File: src/design/dccp_pkg.sv
// constants, types and decoders for the dual capture/compare/pwm block
// Functional notes
// - each unit has a 16-bit value register for capture, compare or pwm duty.
// - the value register is reached as separate low and high byte registers.
// - both units behave alike except for the special event trigger action.
// - first unit special event trigger clears the shared 16-bit timebase.
// - second unit trigger clears the timebase and starts conversion when converter enabled.
// - two capturing units sample the same shared 16-bit timebase count.
// - pwm units share the period timer, so duty updates land together.
// - each unit has its own control register; bits 7 and 6 read zero.
// - mode field zero disables the unit and resets its internal state.
// - each capture sets the unit event flag until software clears it.
package dccp_pkg;

	// ****************************************
	// register indices (byte address = index * 4)
	// ****************************************
	localparam logic [7:0] IDX_UNIT1_CONTROL = 8'h17;
	localparam logic [7:0] IDX_UNIT2_CONTROL = 8'h1D;
	localparam logic [7:0] IDX_UNIT1_LOW     = 8'h20;
	localparam logic [7:0] IDX_UNIT1_HIGH    = 8'h21;
	localparam logic [7:0] IDX_UNIT2_LOW     = 8'h22;
	localparam logic [7:0] IDX_UNIT2_HIGH    = 8'h23;
	localparam logic [7:0] IDX_STATUS        = 8'h24;
	localparam logic [7:0] IDX_MASK          = 8'h25;

	// ****************************************
	// fields and reset values
	// ****************************************
	localparam int         CTRL_DUTY_HI_POS = 5;
	localparam int         CTRL_DUTY_LO_POS = 4;
	localparam logic [7:0] CTRL_WMASK       = 8'h3F;
	localparam logic [7:0] CTRL_RESET       = 8'h00;
	localparam logic [15:0] VALUE_RESET     = 16'h0000;
	localparam logic [1:0] STATUS_RESET     = 2'h0;
	localparam logic [1:0] MASK_RESET       = 2'h0;
	localparam logic [3:0] PRESC_RESET      = 4'h0;
	localparam logic [3:0] PRESC_LAST_4     = 4'h3;
	localparam logic [3:0] PRESC_LAST_16    = 4'hF;

	// ****************************************
	// mode field encodings
	// ****************************************
	localparam logic [3:0] MODE_OFF         = 4'h0;
	localparam logic [3:0] MODE_CAP_FALL    = 4'h4;
	localparam logic [3:0] MODE_CAP_RISE    = 4'h5;
	localparam logic [3:0] MODE_CAP_RISE4   = 4'h6;
	localparam logic [3:0] MODE_CAP_RISE16  = 4'h7;
	localparam logic [3:0] MODE_CMP_SET     = 4'h8;
	localparam logic [3:0] MODE_CMP_CLEAR   = 4'h9;
	localparam logic [3:0] MODE_CMP_SOFT    = 4'hA;
	localparam logic [3:0] MODE_CMP_SPECIAL = 4'hB;

	typedef enum logic [1:0] {
		DCCP_OFF,
		DCCP_CAPTURE,
		DCCP_COMPARE,
		DCCP_PWM
	} dccp_mode_type;

	typedef struct packed {
		logic [15:0] t1_count;
		logic [7:0]  t2_count;
		logic        t2_period_evt;
	} dccp_timebase_type;

	typedef struct packed {
		logic t1_clear;
		logic adc_start;
	} dccp_trig_type;

	// codes 0001..0011 are unused and act as off
	function automatic dccp_mode_type decode_mode(input logic [3:0] m);
		if (m[3:2] == 2'h3)
			return DCCP_PWM;
		else if (m[3:2] == 2'h2)
			return DCCP_COMPARE;
		else if (m[3:2] == 2'h1)
			return DCCP_CAPTURE;
		else
			return DCCP_OFF;
	endfunction

	function automatic logic is_mapped(input logic [7:0] idx);
		return idx == IDX_UNIT1_CONTROL || idx == IDX_UNIT2_CONTROL || idx == IDX_UNIT1_LOW ||
			idx == IDX_UNIT1_HIGH || idx == IDX_UNIT2_LOW || idx == IDX_UNIT2_HIGH ||
			idx == IDX_STATUS || idx == IDX_MASK;
	endfunction

endpackage

File: src/design/dccp_top.sv
// dual capture/compare/pwm units with apb register slave
`timescale 1ns/1ns
module dccp_top (
	input  wire logic                        sys_clk,
	input  wire logic                        rst,
	input  wire logic                        psel,
	input  wire logic                        penable,
	input  wire logic                        pwrite,
	input  wire logic [9:0]                  paddr,
	input  wire logic [31:0]                 pwdata,
	output logic      [31:0]                 prdata,
	output logic                             pready,
	output logic                             pslverr,
	input  wire dccp_pkg::dccp_timebase_type timebase,
	input  wire logic [1:0]                  cap_pin,
	input  wire logic                        adc_enable,
	output dccp_pkg::dccp_trig_type          trig,
	output logic      [1:0]                  cmp_pin,
	output logic      [1:0]                  pwm_pin,
	output logic                             irq
);

	// ****************************************
	// apb decode
	// ****************************************
	logic [7:0]  idx;
	logic        setup;
	logic        wr_en;
	logic        rd_done;
	logic [7:0]  ctrl [2];
	logic [15:0] value [2];
	logic [9:0]  duty_latch [2];
	logic [1:0]  status;
	logic [1:0]  mask;
	logic [1:0]  rd_snap;
	logic [1:0]  cap_evt;
	logic [1:0]  cmp_evt;
	logic [1:0]  special;
	logic [1:0]  pwm_on;
	logic [3:0]  presc [2];
	logic        mapped;

	assign idx     = paddr[9:2];
	assign mapped  = dccp_pkg::is_mapped(idx) && paddr[1:0] == 2'h0;
	assign setup   = psel && !penable;
	// zero wait states: every access phase completes at once
	assign pready  = 1'b1;
	assign pslverr = psel && penable && !mapped;
	assign wr_en   = psel && penable && pwrite && mapped;
	assign rd_done = psel && penable && !pwrite && idx == dccp_pkg::IDX_STATUS && mapped;

	// read data and status snapshot are caught in the setup cycle
	always_ff @(posedge sys_clk or posedge rst) begin
		if (rst) begin
			prdata  <= 32'h0000_0000;
			rd_snap <= dccp_pkg::STATUS_RESET;
		end else if (setup) begin
			rd_snap <= status;
			prdata  <= 32'h0000_0000;
			if (!pwrite && paddr[1:0] == 2'h0) begin
				unique case (idx)
					dccp_pkg::IDX_UNIT1_CONTROL: prdata[7:0] <= ctrl[0] & dccp_pkg::CTRL_WMASK;
					dccp_pkg::IDX_UNIT2_CONTROL: prdata[7:0] <= ctrl[1] & dccp_pkg::CTRL_WMASK;
					dccp_pkg::IDX_UNIT1_LOW:     prdata[7:0] <= value[0][7:0];
					dccp_pkg::IDX_UNIT1_HIGH:    prdata[7:0] <= value[0][15:8];
					dccp_pkg::IDX_UNIT2_LOW:     prdata[7:0] <= value[1][7:0];
					dccp_pkg::IDX_UNIT2_HIGH:    prdata[7:0] <= value[1][15:8];
					dccp_pkg::IDX_STATUS:        prdata[1:0] <= status;
					dccp_pkg::IDX_MASK:          prdata[1:0] <= mask;
					default:                     prdata      <= 32'h0000_0000;
				endcase
			end
		end
	end

	// ****************************************
	// per-unit logic
	// ****************************************
	// one identical body for both units; only the trigger differs
	genvar u;
	generate
		for (u = 0; u < 2; u++) begin : g_unit
			localparam logic [7:0] IDX_CTRL = (u == 0) ? dccp_pkg::IDX_UNIT1_CONTROL : dccp_pkg::IDX_UNIT2_CONTROL;
			localparam logic [7:0] IDX_LOW  = (u == 0) ? dccp_pkg::IDX_UNIT1_LOW : dccp_pkg::IDX_UNIT2_LOW;
			localparam logic [7:0] IDX_HIGH = (u == 0) ? dccp_pkg::IDX_UNIT1_HIGH : dccp_pkg::IDX_UNIT2_HIGH;

			dccp_pkg::dccp_mode_type mode;
			logic                    pin_prev;
			logic                    rise;
			logic                    fall;
			logic                    match;
			logic                    match_prev;
			logic                    presc_last;

			assign mode   = dccp_pkg::decode_mode(ctrl[u][3:0]);
			assign pwm_on[u] = mode == dccp_pkg::DCCP_PWM;
			assign rise   = cap_pin[u] && !pin_prev;
			assign fall   = !cap_pin[u] && pin_prev;
			assign presc_last = (ctrl[u][3:0] == dccp_pkg::MODE_CAP_RISE4) ?
				presc[u][1:0] == dccp_pkg::PRESC_LAST_4[1:0] : presc[u] == dccp_pkg::PRESC_LAST_16;

			always_comb begin
				unique case (ctrl[u][3:0])
					dccp_pkg::MODE_CAP_FALL:   cap_evt[u] = fall;
					dccp_pkg::MODE_CAP_RISE:   cap_evt[u] = rise;
					dccp_pkg::MODE_CAP_RISE4,
					dccp_pkg::MODE_CAP_RISE16: cap_evt[u] = rise && presc_last;
					default:                   cap_evt[u] = 1'b0;
				endcase
			end

			// compare works against the 16-bit timebase
			assign match = mode == dccp_pkg::DCCP_COMPARE && timebase.t1_count == value[u];
			// one event per match, not one per cycle that the count sits there
			assign cmp_evt[u] = match && !match_prev;
			assign special[u] = cmp_evt[u] && ctrl[u][3:0] == dccp_pkg::MODE_CMP_SPECIAL;

			always_ff @(posedge sys_clk or posedge rst) begin
				if (rst) begin
					pin_prev   <= 1'b0;
					match_prev <= 1'b0;
				end else begin
					pin_prev   <= cap_pin[u];
					match_prev <= match;
				end
			end

			// prescaler cleared whenever not capturing, incl. mode zero
			always_ff @(posedge sys_clk or posedge rst) begin
				if (rst)
					presc[u] <= dccp_pkg::PRESC_RESET;
				else if (mode != dccp_pkg::DCCP_CAPTURE)
					presc[u] <= dccp_pkg::PRESC_RESET;
				else if (rise)
					presc[u] <= presc[u] + 4'h1;
			end

			always_ff @(posedge sys_clk or posedge rst) begin
				if (rst)
					ctrl[u] <= dccp_pkg::CTRL_RESET;
				else if (wr_en && idx == IDX_CTRL)
					ctrl[u] <= pwdata[7:0] & dccp_pkg::CTRL_WMASK;
			end

			// hardware loads win over a software byte write in the same cycle
			always_ff @(posedge sys_clk or posedge rst) begin
				if (rst) begin
					value[u] <= dccp_pkg::VALUE_RESET;
				end else if (cap_evt[u]) begin
					value[u] <= timebase.t1_count;
				end else if (pwm_on[u] && timebase.t2_period_evt) begin
					// high byte shows the duty in force after the period event
					value[u][15:8] <= value[u][7:0];
				end else if (wr_en) begin
					// separate byte access; high byte read-only under pwm
					if (idx == IDX_LOW)
						value[u][7:0] <= pwdata[7:0];
					if (idx == IDX_HIGH && !pwm_on[u])
						value[u][15:8] <= pwdata[7:0];
				end
			end

			// duty taken at the shared period event
			always_ff @(posedge sys_clk or posedge rst) begin
				if (rst)
					duty_latch[u] <= 10'h000;
				else if (!pwm_on[u])
					duty_latch[u] <= 10'h000;
				else if (timebase.t2_period_evt)
					duty_latch[u] <= {value[u][7:0], ctrl[u][dccp_pkg::CTRL_DUTY_HI_POS],
						ctrl[u][dccp_pkg::CTRL_DUTY_LO_POS]};
			end

			// pwm runs from the period timer count
			always_ff @(posedge sys_clk or posedge rst) begin
				if (rst)
					pwm_pin[u] <= 1'b0;
				else
					pwm_pin[u] <= pwm_on[u] && {timebase.t2_count, 2'h0} < duty_latch[u];
			end

			// outputs drop when the unit is off
			always_ff @(posedge sys_clk or posedge rst) begin
				if (rst)
					cmp_pin[u] <= 1'b0;
				else if (mode != dccp_pkg::DCCP_COMPARE)
					cmp_pin[u] <= 1'b0;
				else if (cmp_evt[u] && ctrl[u][3:0] == dccp_pkg::MODE_CMP_SET)
					cmp_pin[u] <= 1'b1;
				else if (cmp_evt[u] && ctrl[u][3:0] == dccp_pkg::MODE_CMP_CLEAR)
					cmp_pin[u] <= 1'b0;
			end
		end
	endgenerate

	// ****************************************
	// special event trigger
	// ****************************************
	always_ff @(posedge sys_clk or posedge rst) begin
		if (rst) begin
			trig <= '0;
		end else begin
			trig.t1_clear  <= |special;
			// second unit also starts a conversion if enabled
			trig.adc_start <= special[1] && adc_enable;
		end
	end

	// ****************************************
	// interrupt status and mask
	// ****************************************
	// sticky flag; only bits seen by the read are cleared, a new event wins
	always_ff @(posedge sys_clk or posedge rst) begin
		if (rst)
			status <= dccp_pkg::STATUS_RESET;
		else
			status <= (status & ~(rd_done ? rd_snap : 2'h0)) | cap_evt | cmp_evt;
	end

	always_ff @(posedge sys_clk or posedge rst) begin
		if (rst)
			mask <= dccp_pkg::MASK_RESET;
		else if (wr_en && idx == dccp_pkg::IDX_MASK)
			mask <= pwdata[1:0];
	end

	assign irq = |(status & mask);
endmodule

File: config.mk
export PLATFORM = sky130hd
export DESIGN_NAME = dccp_top
export DESIGN_NICKNAME = d
export VERILOG_FILES = /design/src/design/dccp_pkg.sv /design/src/design/dccp_top.sv
export SDC_FILE = /design/constraint.sdc
export NUM_CORES = 1
export LEC_CHECK = 0
export BUFFER_PORTS_ARGS = -buffer_cell sky130_fd_sc_hd__clkbuf_2
export CORE_UTILIZATION = 56
export CTS_BUF_LIST = sky130_fd_sc_hd__clkbuf_16
export DETAILED_ROUTE_END_ITERATION = 8
export PLACE_DENSITY = 0.81
export SLEW_MARGIN = 40
export SYNTH_ARGS = -nofsm -noshare
export SYNTH_HDL_FRONTEND = slang
export SYNTH_SLANG_ARGS = --single-unit
File: constraint.sdc
create_clock -name sys_clk -period 3.54 [get_ports sys_clk]
set_input_delay 0.177 -clock sys_clk [delete_from_list [all_inputs] [get_ports sys_clk]]
set_output_delay 0.177 -clock sys_clk [all_outputs]
set_load 0.05 [all_outputs]
==> results_dict.tcl, run 1 <==
set metrics [dict create \
    synth-seq-area-share 0.407 \
    syn-mean-instance-area_um2 10.9 \
    crit_arrival_ns 2.88 \
    placed_cell_area_um2 6220 \
    seq_area_um2 2400 \
    ant_nets 0 \
    final-hold-violation-count 0 \
    synth_flop_cell "dfrtp_1" \
    hold_path.class "in2reg" \
    wl_um 14600 \
    critPathMaxFanout 10 \
    rows 37 \
    synthesis.area_um2 5900 \
    grt_pass1_wl_um 23700 \
    grt_max_degree 50 \
    grt_pass1_vias 4614 \
    hold-path-cell-count 3 \
    cts.clk_slew.worst_paths_ns 0.07 \
    drc 0 \
    nets 698 \
    min_delay_worst_endpoint "trig[0]" \
    cts_htree_levels 3 \
    setup_viol 0 \
    core_um2 10300 \
    ctsResizeCount 0 \
    drv_cap 0 \
    synth-edff-count 0 \
    ir_drop_mv 0.319 \
    yosysUniqueCellTypes 58 \
    synth_top_area_cell "dfrtp_1" \
    synth-async-reset-ratio 1.00 \
    synth_cells 542 \
    ys_warn_count 0 \
    gp_congestion 0.947 \
    routed-via-count 4607 \
    gr-total-overflow 0 \
    slew_headroom 0.461 \
    area_delta_synth_final_pct 10.9 \
    r2r-end "value[7]" \
    fin_crit_sh 0.749 \
    start_util 0.574 \
    fin_area_um2 6540 \
    cts_setup_buffers 0 \
    viasPerCell 6.19 \
    grt.total_usage 0.282 \
    cts_sinks 96 \
    multi_input_area_um2 3180 \
    synth.top_cells.by_area "dfrtp_1, mux2_2, mux2i_1" \
    reg2reg_setup_slack_ns 0.89 \
    port_buffers 66 \
    antenna_found_initial 0 \
    r2r-start "ctrl[3]" \
    die_y_um 105 \
    fmax_mhz 377 \
    clk_latency_ns 0.35 \
    dieArea_um2 10900 \
    ios 116 \
    dr.first_iter.drc_count 357 \
    wire_per_inst_um 19.6 \
    startpoint_type "flip-flop" \
    num_antenna_cells 0 \
    dp_hpwl_um 10900 \
    dr.pass1.iters 5 \
    synth_top_cell_area_share 0.407 \
    cts_tree "yes" \
    min_period_ns 2.65 \
    tns_ns 0 \
    ys_seq_elements 96 \
    report.final.slew_viol_count 0 \
    rsz0062_at_grt "false" \
    cts-root-buf "clkbuf_16" \
    cp.required_ns 3.76 \
    tightestPinTransition_ns 0.801 \
    drive_gt1_frac 0.247 \
    worstHoldStart "adc_enable" \
    path_class "reg2reg" \
    clockBufferDepth 2 \
    reg2regPathDepth 7 \
    cts_made_buffers 9 \
    skew_ns 0.00627 \
    holdBufCountCts 3 \
    fillers 812 \
    status "completed" \
    cellLeakagePower_uw 0.00302 \
    powerDensity_nw_per_um2 358 \
    cp-end-kind "flip-flop" \
    die_w_um 105 \
]
[flip-flops by register name, summed over array words and instances, names as in the netlist]
name	cells
value	32
duty_latch	20
ctrl	12
prdata	8
presc	8
cmp_pin	2
g_unit.match_prev	2
g_unit.pin_prev	2
mask	2
pwm_pin	2
rd_snap	2
status	2
trig	2
[per-stage QoR]
stage / hold slack, ns / worst slack, ns / total power [uW] / utilization / cells
global placement: 0.325 / 0.892 / 1390 / 0.603 / 724
finish: 0.0436 / 0.887 / 2340 / 0.636 / 744
detailed placement: 0.217 / 0.919 / 1400 / 0.605 / 726
CTS: 0.0373 / 0.897 / 2350 / 0.636 / 743
floorplan: 0.208 / 0.858 / 1330 / - / 565
global route: 0.0549 / 0.803 / 2420 / 0.636 / 744
[synth_stat cells (4+ instances only)]
library cell / n
mux2i_1: 28
nor2b_1: 7
ha_1: 18
mux2_2: 39
a21o_1: 4
inv_1: 22
a22oi_1: 9
o211ai_1: 6
nor4_1: 13
a22o_1: 13
xor2_1: 14
and3_1: 5
a21oi_1: 7
nand4_1: 11
a32o_1: 4
buf_4: 26
clkbuf_1: 10
nor3_1: 6
nand2_1: 16
a221o_1: 8
o21ai_0: 4
mux4_2: 6
xnor2_1: 24
buf_2: 6
a31oi_1: 10
mux2_1: 8
dfrtp_1: 96
mux2_4: 8
nand2b_1: 6
nor2_1: 41
nand3_1: 16
and2_1: 12
[power by group]
part           leakage [uW]  internal [uW]  switching [uW]
combinational       0.00155           86.1             182
clock              0.000134            541             414
sequential          0.00133           1110            10.9
total               0.00302           1730             607
[cell families after synthesis]
group	after synthesis	share of synthesized area
buf+inv	69	0.0683
mux	89	0.181
compound gates	80	0.111
fa+ha+maj	18	0.0382
simple gates	150	0.137
xor+xnor	38	0.0564
flops	96	0.407
other cells	2	0.00127
[critical path, stage by stage, from the launching register on]
cell and delay [ns]:
dfrtp_1 0.45, nand2b_1 0.31, or4b_4 0.61, o31ai_4 0.10
buf_4 0.26, buf_6 0.17, mux2_2 0.33, mux2_1 0.29
[cell usage in the layout, fill, tap and decap left out, types with 7 or more instances in the layout]
cell,synthesis,final
dfrtp_1,96,96
clkbuf_2,0,66
nor2_1,41,41
mux2_2,39,39
mux2i_1,28,28
conb_1,2,25
xnor2_1,24,24
inv_1,22,21
ha_1,18,18
nand2_1,16,16
nand3_1,16,16
xor2_1,14,14
nor4_1,13,13
a22o_1,13,13
and2_1,12,12
nand4_1,11,11
a31oi_1,10,10
a22oi_1,9,9
clkbuf_16,0,9
a221o_1,8,8
mux2_4,8,8
mux2_1,8,8
nor2b_1,7,7
a21oi_1,7,7
[final cells by class]
type                       instances  share of cell area
sequential                        96               0.367
clock buffer                       9              0.0344
tap                              136              0.0260
timing repair buffer              76              0.0633
multi-input combinational        400               0.487
inverter                          22              0.0134
clock inverter                     5             0.00899
[worst max-delay path by stage]
stage                       startpoint         end  slack [ns]  depth (start not counted)
CTS                            ctrl[3]    value[7]        0.90                          7
global route                   ctrl[3]    value[7]        0.80                          7
floorplan                          rst  cmp_pin[0]        0.86                          1
detailed placement             ctrl[3]    value[7]        0.92                          7
finish                         ctrl[3]    value[7]        0.89                          7
global placement    g_unit[1].pin_prev   value[13]        0.89                          5
[per-layer routing]
metal / vias to the layer above / part of all wire / global-route usage
li1: 2055 / - / -
met1: 2247 / 0.41 / 0.350
met2: 248 / 0.47 / 0.451
met3: 57 / 0.079 / 0.0792
met4: 0 / 0.044 / 0.142
met5: - / 0 / 0
Note: power is estimated with default switching activity, not from simulation.
==> inputs of run 2 (changes only) <==
--- a/config.mk
+++ b/config.mk
@@ -5,11 +5,12 @@
 export SDC_FILE = /design/constraint.sdc
 export NUM_CORES = 1
 export LEC_CHECK = 0
+export ABC_AREA = 1
 export BUFFER_PORTS_ARGS = -buffer_cell sky130_fd_sc_hd__clkbuf_2
-export CORE_UTILIZATION = 56
+export CORE_UTILIZATION = 51
 export CTS_BUF_LIST = sky130_fd_sc_hd__clkbuf_16
 export DETAILED_ROUTE_END_ITERATION = 8
-export PLACE_DENSITY = 0.81
+export PLACE_DENSITY = 0.77
 export SLEW_MARGIN = 40
 export SYNTH_ARGS = -nofsm -noshare
 export SYNTH_HDL_FRONTEND = slang
==> constraint.sdc (replaced) <==
create_clock -name sys_clk -period 2.36 [get_ports sys_clk]
set_input_delay 0.118 -clock sys_clk [delete_from_list [all_inputs] [get_ports sys_clk]]
set_output_delay 0.118 -clock sys_clk [all_outputs]
set_load 0.05 [all_outputs]
==> results_dict.tcl, run 2 <==
set metrics [dict create \
    status "finished, violations left" \
    violations "design-rule violations" \
    routed-via-count 6239 \
    synth_top_family_by_area "simple AND/OR/NAND/NOR gates" \
    drive_gt1_frac 0.122 \
    num_antenna_cells 0 \
    skew_ns 0.00470 \
    antenna_found_initial 0 \
    cp_common_cell "nand2_1" \
    wire_per_inst_um 17.1 \
    grt_pass1_vias 5719 \
    reg_top3 "value (32), duty_latch (20), ctrl (12)" \
    rsz0062_at_grt "false" \
    clk_latency_ns 0.35 \
    ant_nets 0 \
    ir_drop_mv 0.271 \
    clockBufferDepth 2 \
    synthAdderAreaFrac 0.0360 \
    crit_arrival_ns 2.26 \
    synth_flop_cell "dfrtp_1" \
    dieArea_um2 12700 \
    critPathSlowestCell "dlygate4sd3_1" \
    synth_top_area_cell "dfrtp_1" \
    tightestPinTransition_ns 0.678 \
    area_delta_synth_final_pct 11.8 \
    slew_headroom 0.547 \
    dp_hpwl_um 14900 \
    synth_top_cell_area_share 0.384 \
    synth-seq-area-share 0.384 \
    synth_compound_area_frac 0.137 \
    grt_pass1_wl_um 30400 \
    dr.pass1.iters 8 \
    whs_ns 0.0857 \
    cp.required_ns 2.61 \
    core_um2 12000 \
    port_buffers 66 \
    synthesis.area_um2 6250 \
    die_y_um 113 \
    cp-end-kind "flip-flop" \
    syn-mean-instance-area_um2 6.93 \
    powerDensity_nw_per_um2 514 \
    largest_reg_flops 32 \
    hold_path.class "in2reg" \
    cts_sinks 96 \
    ys_warn_count 0 \
    synth.top_cells.by_area "dfrtp_1, nand2_1, inv_1" \
    grt_max_degree 44 \
    min_period_ns 2.01 \
    cts_htree_levels 3 \
    cts-root-buf "clkbuf_16" \
    gr-total-overflow 0 \
    dr.first_iter.drc_count 606 \
    synth_cells 902 \
    largest-register "value" \
    ios 116 \
    synth-edff-count 0 \
    nets 1070 \
    grt.total_usage 0.318 \
    setup_viol 0 \
    report.final.slew_viol_count 0 \
    muxShareOfSynthArea 0 \
    rows 40 \
    cellLeakagePower_uw 0.00364 \
    cts.clk_slew.worst_paths_ns 0.07 \
    drc 1 \
    fmax_mhz 498 \
    placed_cell_area_um2 6690 \
    viasPerCell 5.53 \
    synth-simple-area-share 0.313 \
    startpoint_type "input port" \
    final_core_util 0.585 \
    fin_crit_sh 0.851 \
    synth_common_cells "nand2_1, inv_1, dfrtp_1" \
    placedCellCount 1109 \
    most-common-layout-cells "nand2_1, inv_1, dfrtp_1" \
    yosysMostFrequentCell "nand2_1" \
    cts_setup_buffers 0 \
    tns_ns 0 \
    gp_congestion 0.980 \
    synthXorXnorAreaFrac 0.00420 \
    ys_seq_elements 96 \
    max_stage_delay_ns 0.53 \
    cts_made_buffers 9 \
    fin_cells 1129 \
    cts_tree "yes" \
    drv_cap 0 \
    path_cells "dlygate4sd3_1 > clkbuf_2 > inv_1 > nor2_2 > nand2_1 > o21ai_1 > nand3_2 > buf_4 > nand2_4 > nand2_2 > nand2_1 > nand2_1" \
    synth-async-reset-ratio 1.00 \
    wl_um 19300 \
    critPathMaxFanout 16 \
    path_class "in2reg" \
    final-hold-violation-count 0 \
    yosysUniqueCellTypes 35 \
    die_w_um 113 \
    fin_area_um2 6990 \
    start_util 0.523 \
    layout_commonest_cell "nand2_1" \
]
[run 2: final cells by class]
class	instances	area (um^2)
fill	1146	4970
multi-input combinational	655	3170
sequential	96	2400
inverter	136	514
timing repair buffer	79	463
clock buffer	9	225
tap	147	184
clock inverter	7	40.0
[run 2: timing repair]
action,CTS,global route
hold buffers,4,0
hold endpoints to repair,30,0
resized for setup,0,0
[run 2: final timing paths]
| path | from | end | slack [ns] | cells after the start |
|---|---|---|---|---|
| worst min-delay path | pwdata[4] | ctrl[12] | 0.09 | 3 |
| worst min register to register | presc[7] | presc[7] | 0.46 | 1 |
| worst max-delay path | cap_pin[1] | value[1] | 0.35 | 12 |
| min in group asynchronous | rst | presc[6] | 0.39 | 3 |
| worst max register to register | g_unit[1].pin_prev | value[1] | 0.38 | 9 |
| max in group asynchronous | rst | value[9] | 1.23 | 4 |
[run 2: stage by stage]
| step | total power (uW) | worst slack, ns |
|---|---|---|
| 6_report | 3600 | 0.352 |
| 5_1_grt | 3720 | 0.132 |
| 4_1_cts | 3590 | 0.375 |
| 3_5_place_dp | 2250 | 0.417 |
| 3_3_place_gp | 2240 | 0.455 |
| 2_1_floorplan | 2110 | 0.723 |
[run 2: power breakdown]
group | internal (uW) | switching, uW
logic | 140 | 401
registers | 1680 | 17.0
clock network | 706 | 658
[run 2: logic make-up after synthesis]
kind of cell	count (synthesis)
compound gates	161
xor+xnor	3
fa+ha+maj	18
buf+inv	174
flops	96
other cells	2
simple gates	448
[run 2: critical path: cells and delay by family]
family	cells	cell delay [ns]
buffers and inverters	4	0.98
AND/OR/NAND/NOR	7	0.97
AO/OA/AOI/OAI	1	0.17
[run 2: layer usage]
layer,part of all wire,wire length [um],GRT usage
met5,0,0,0
met4,0.040,773,0.153
met3,0.082,1590,0.0562
met2,0.45,8660,0.489
met1,0.43,8250,0.437
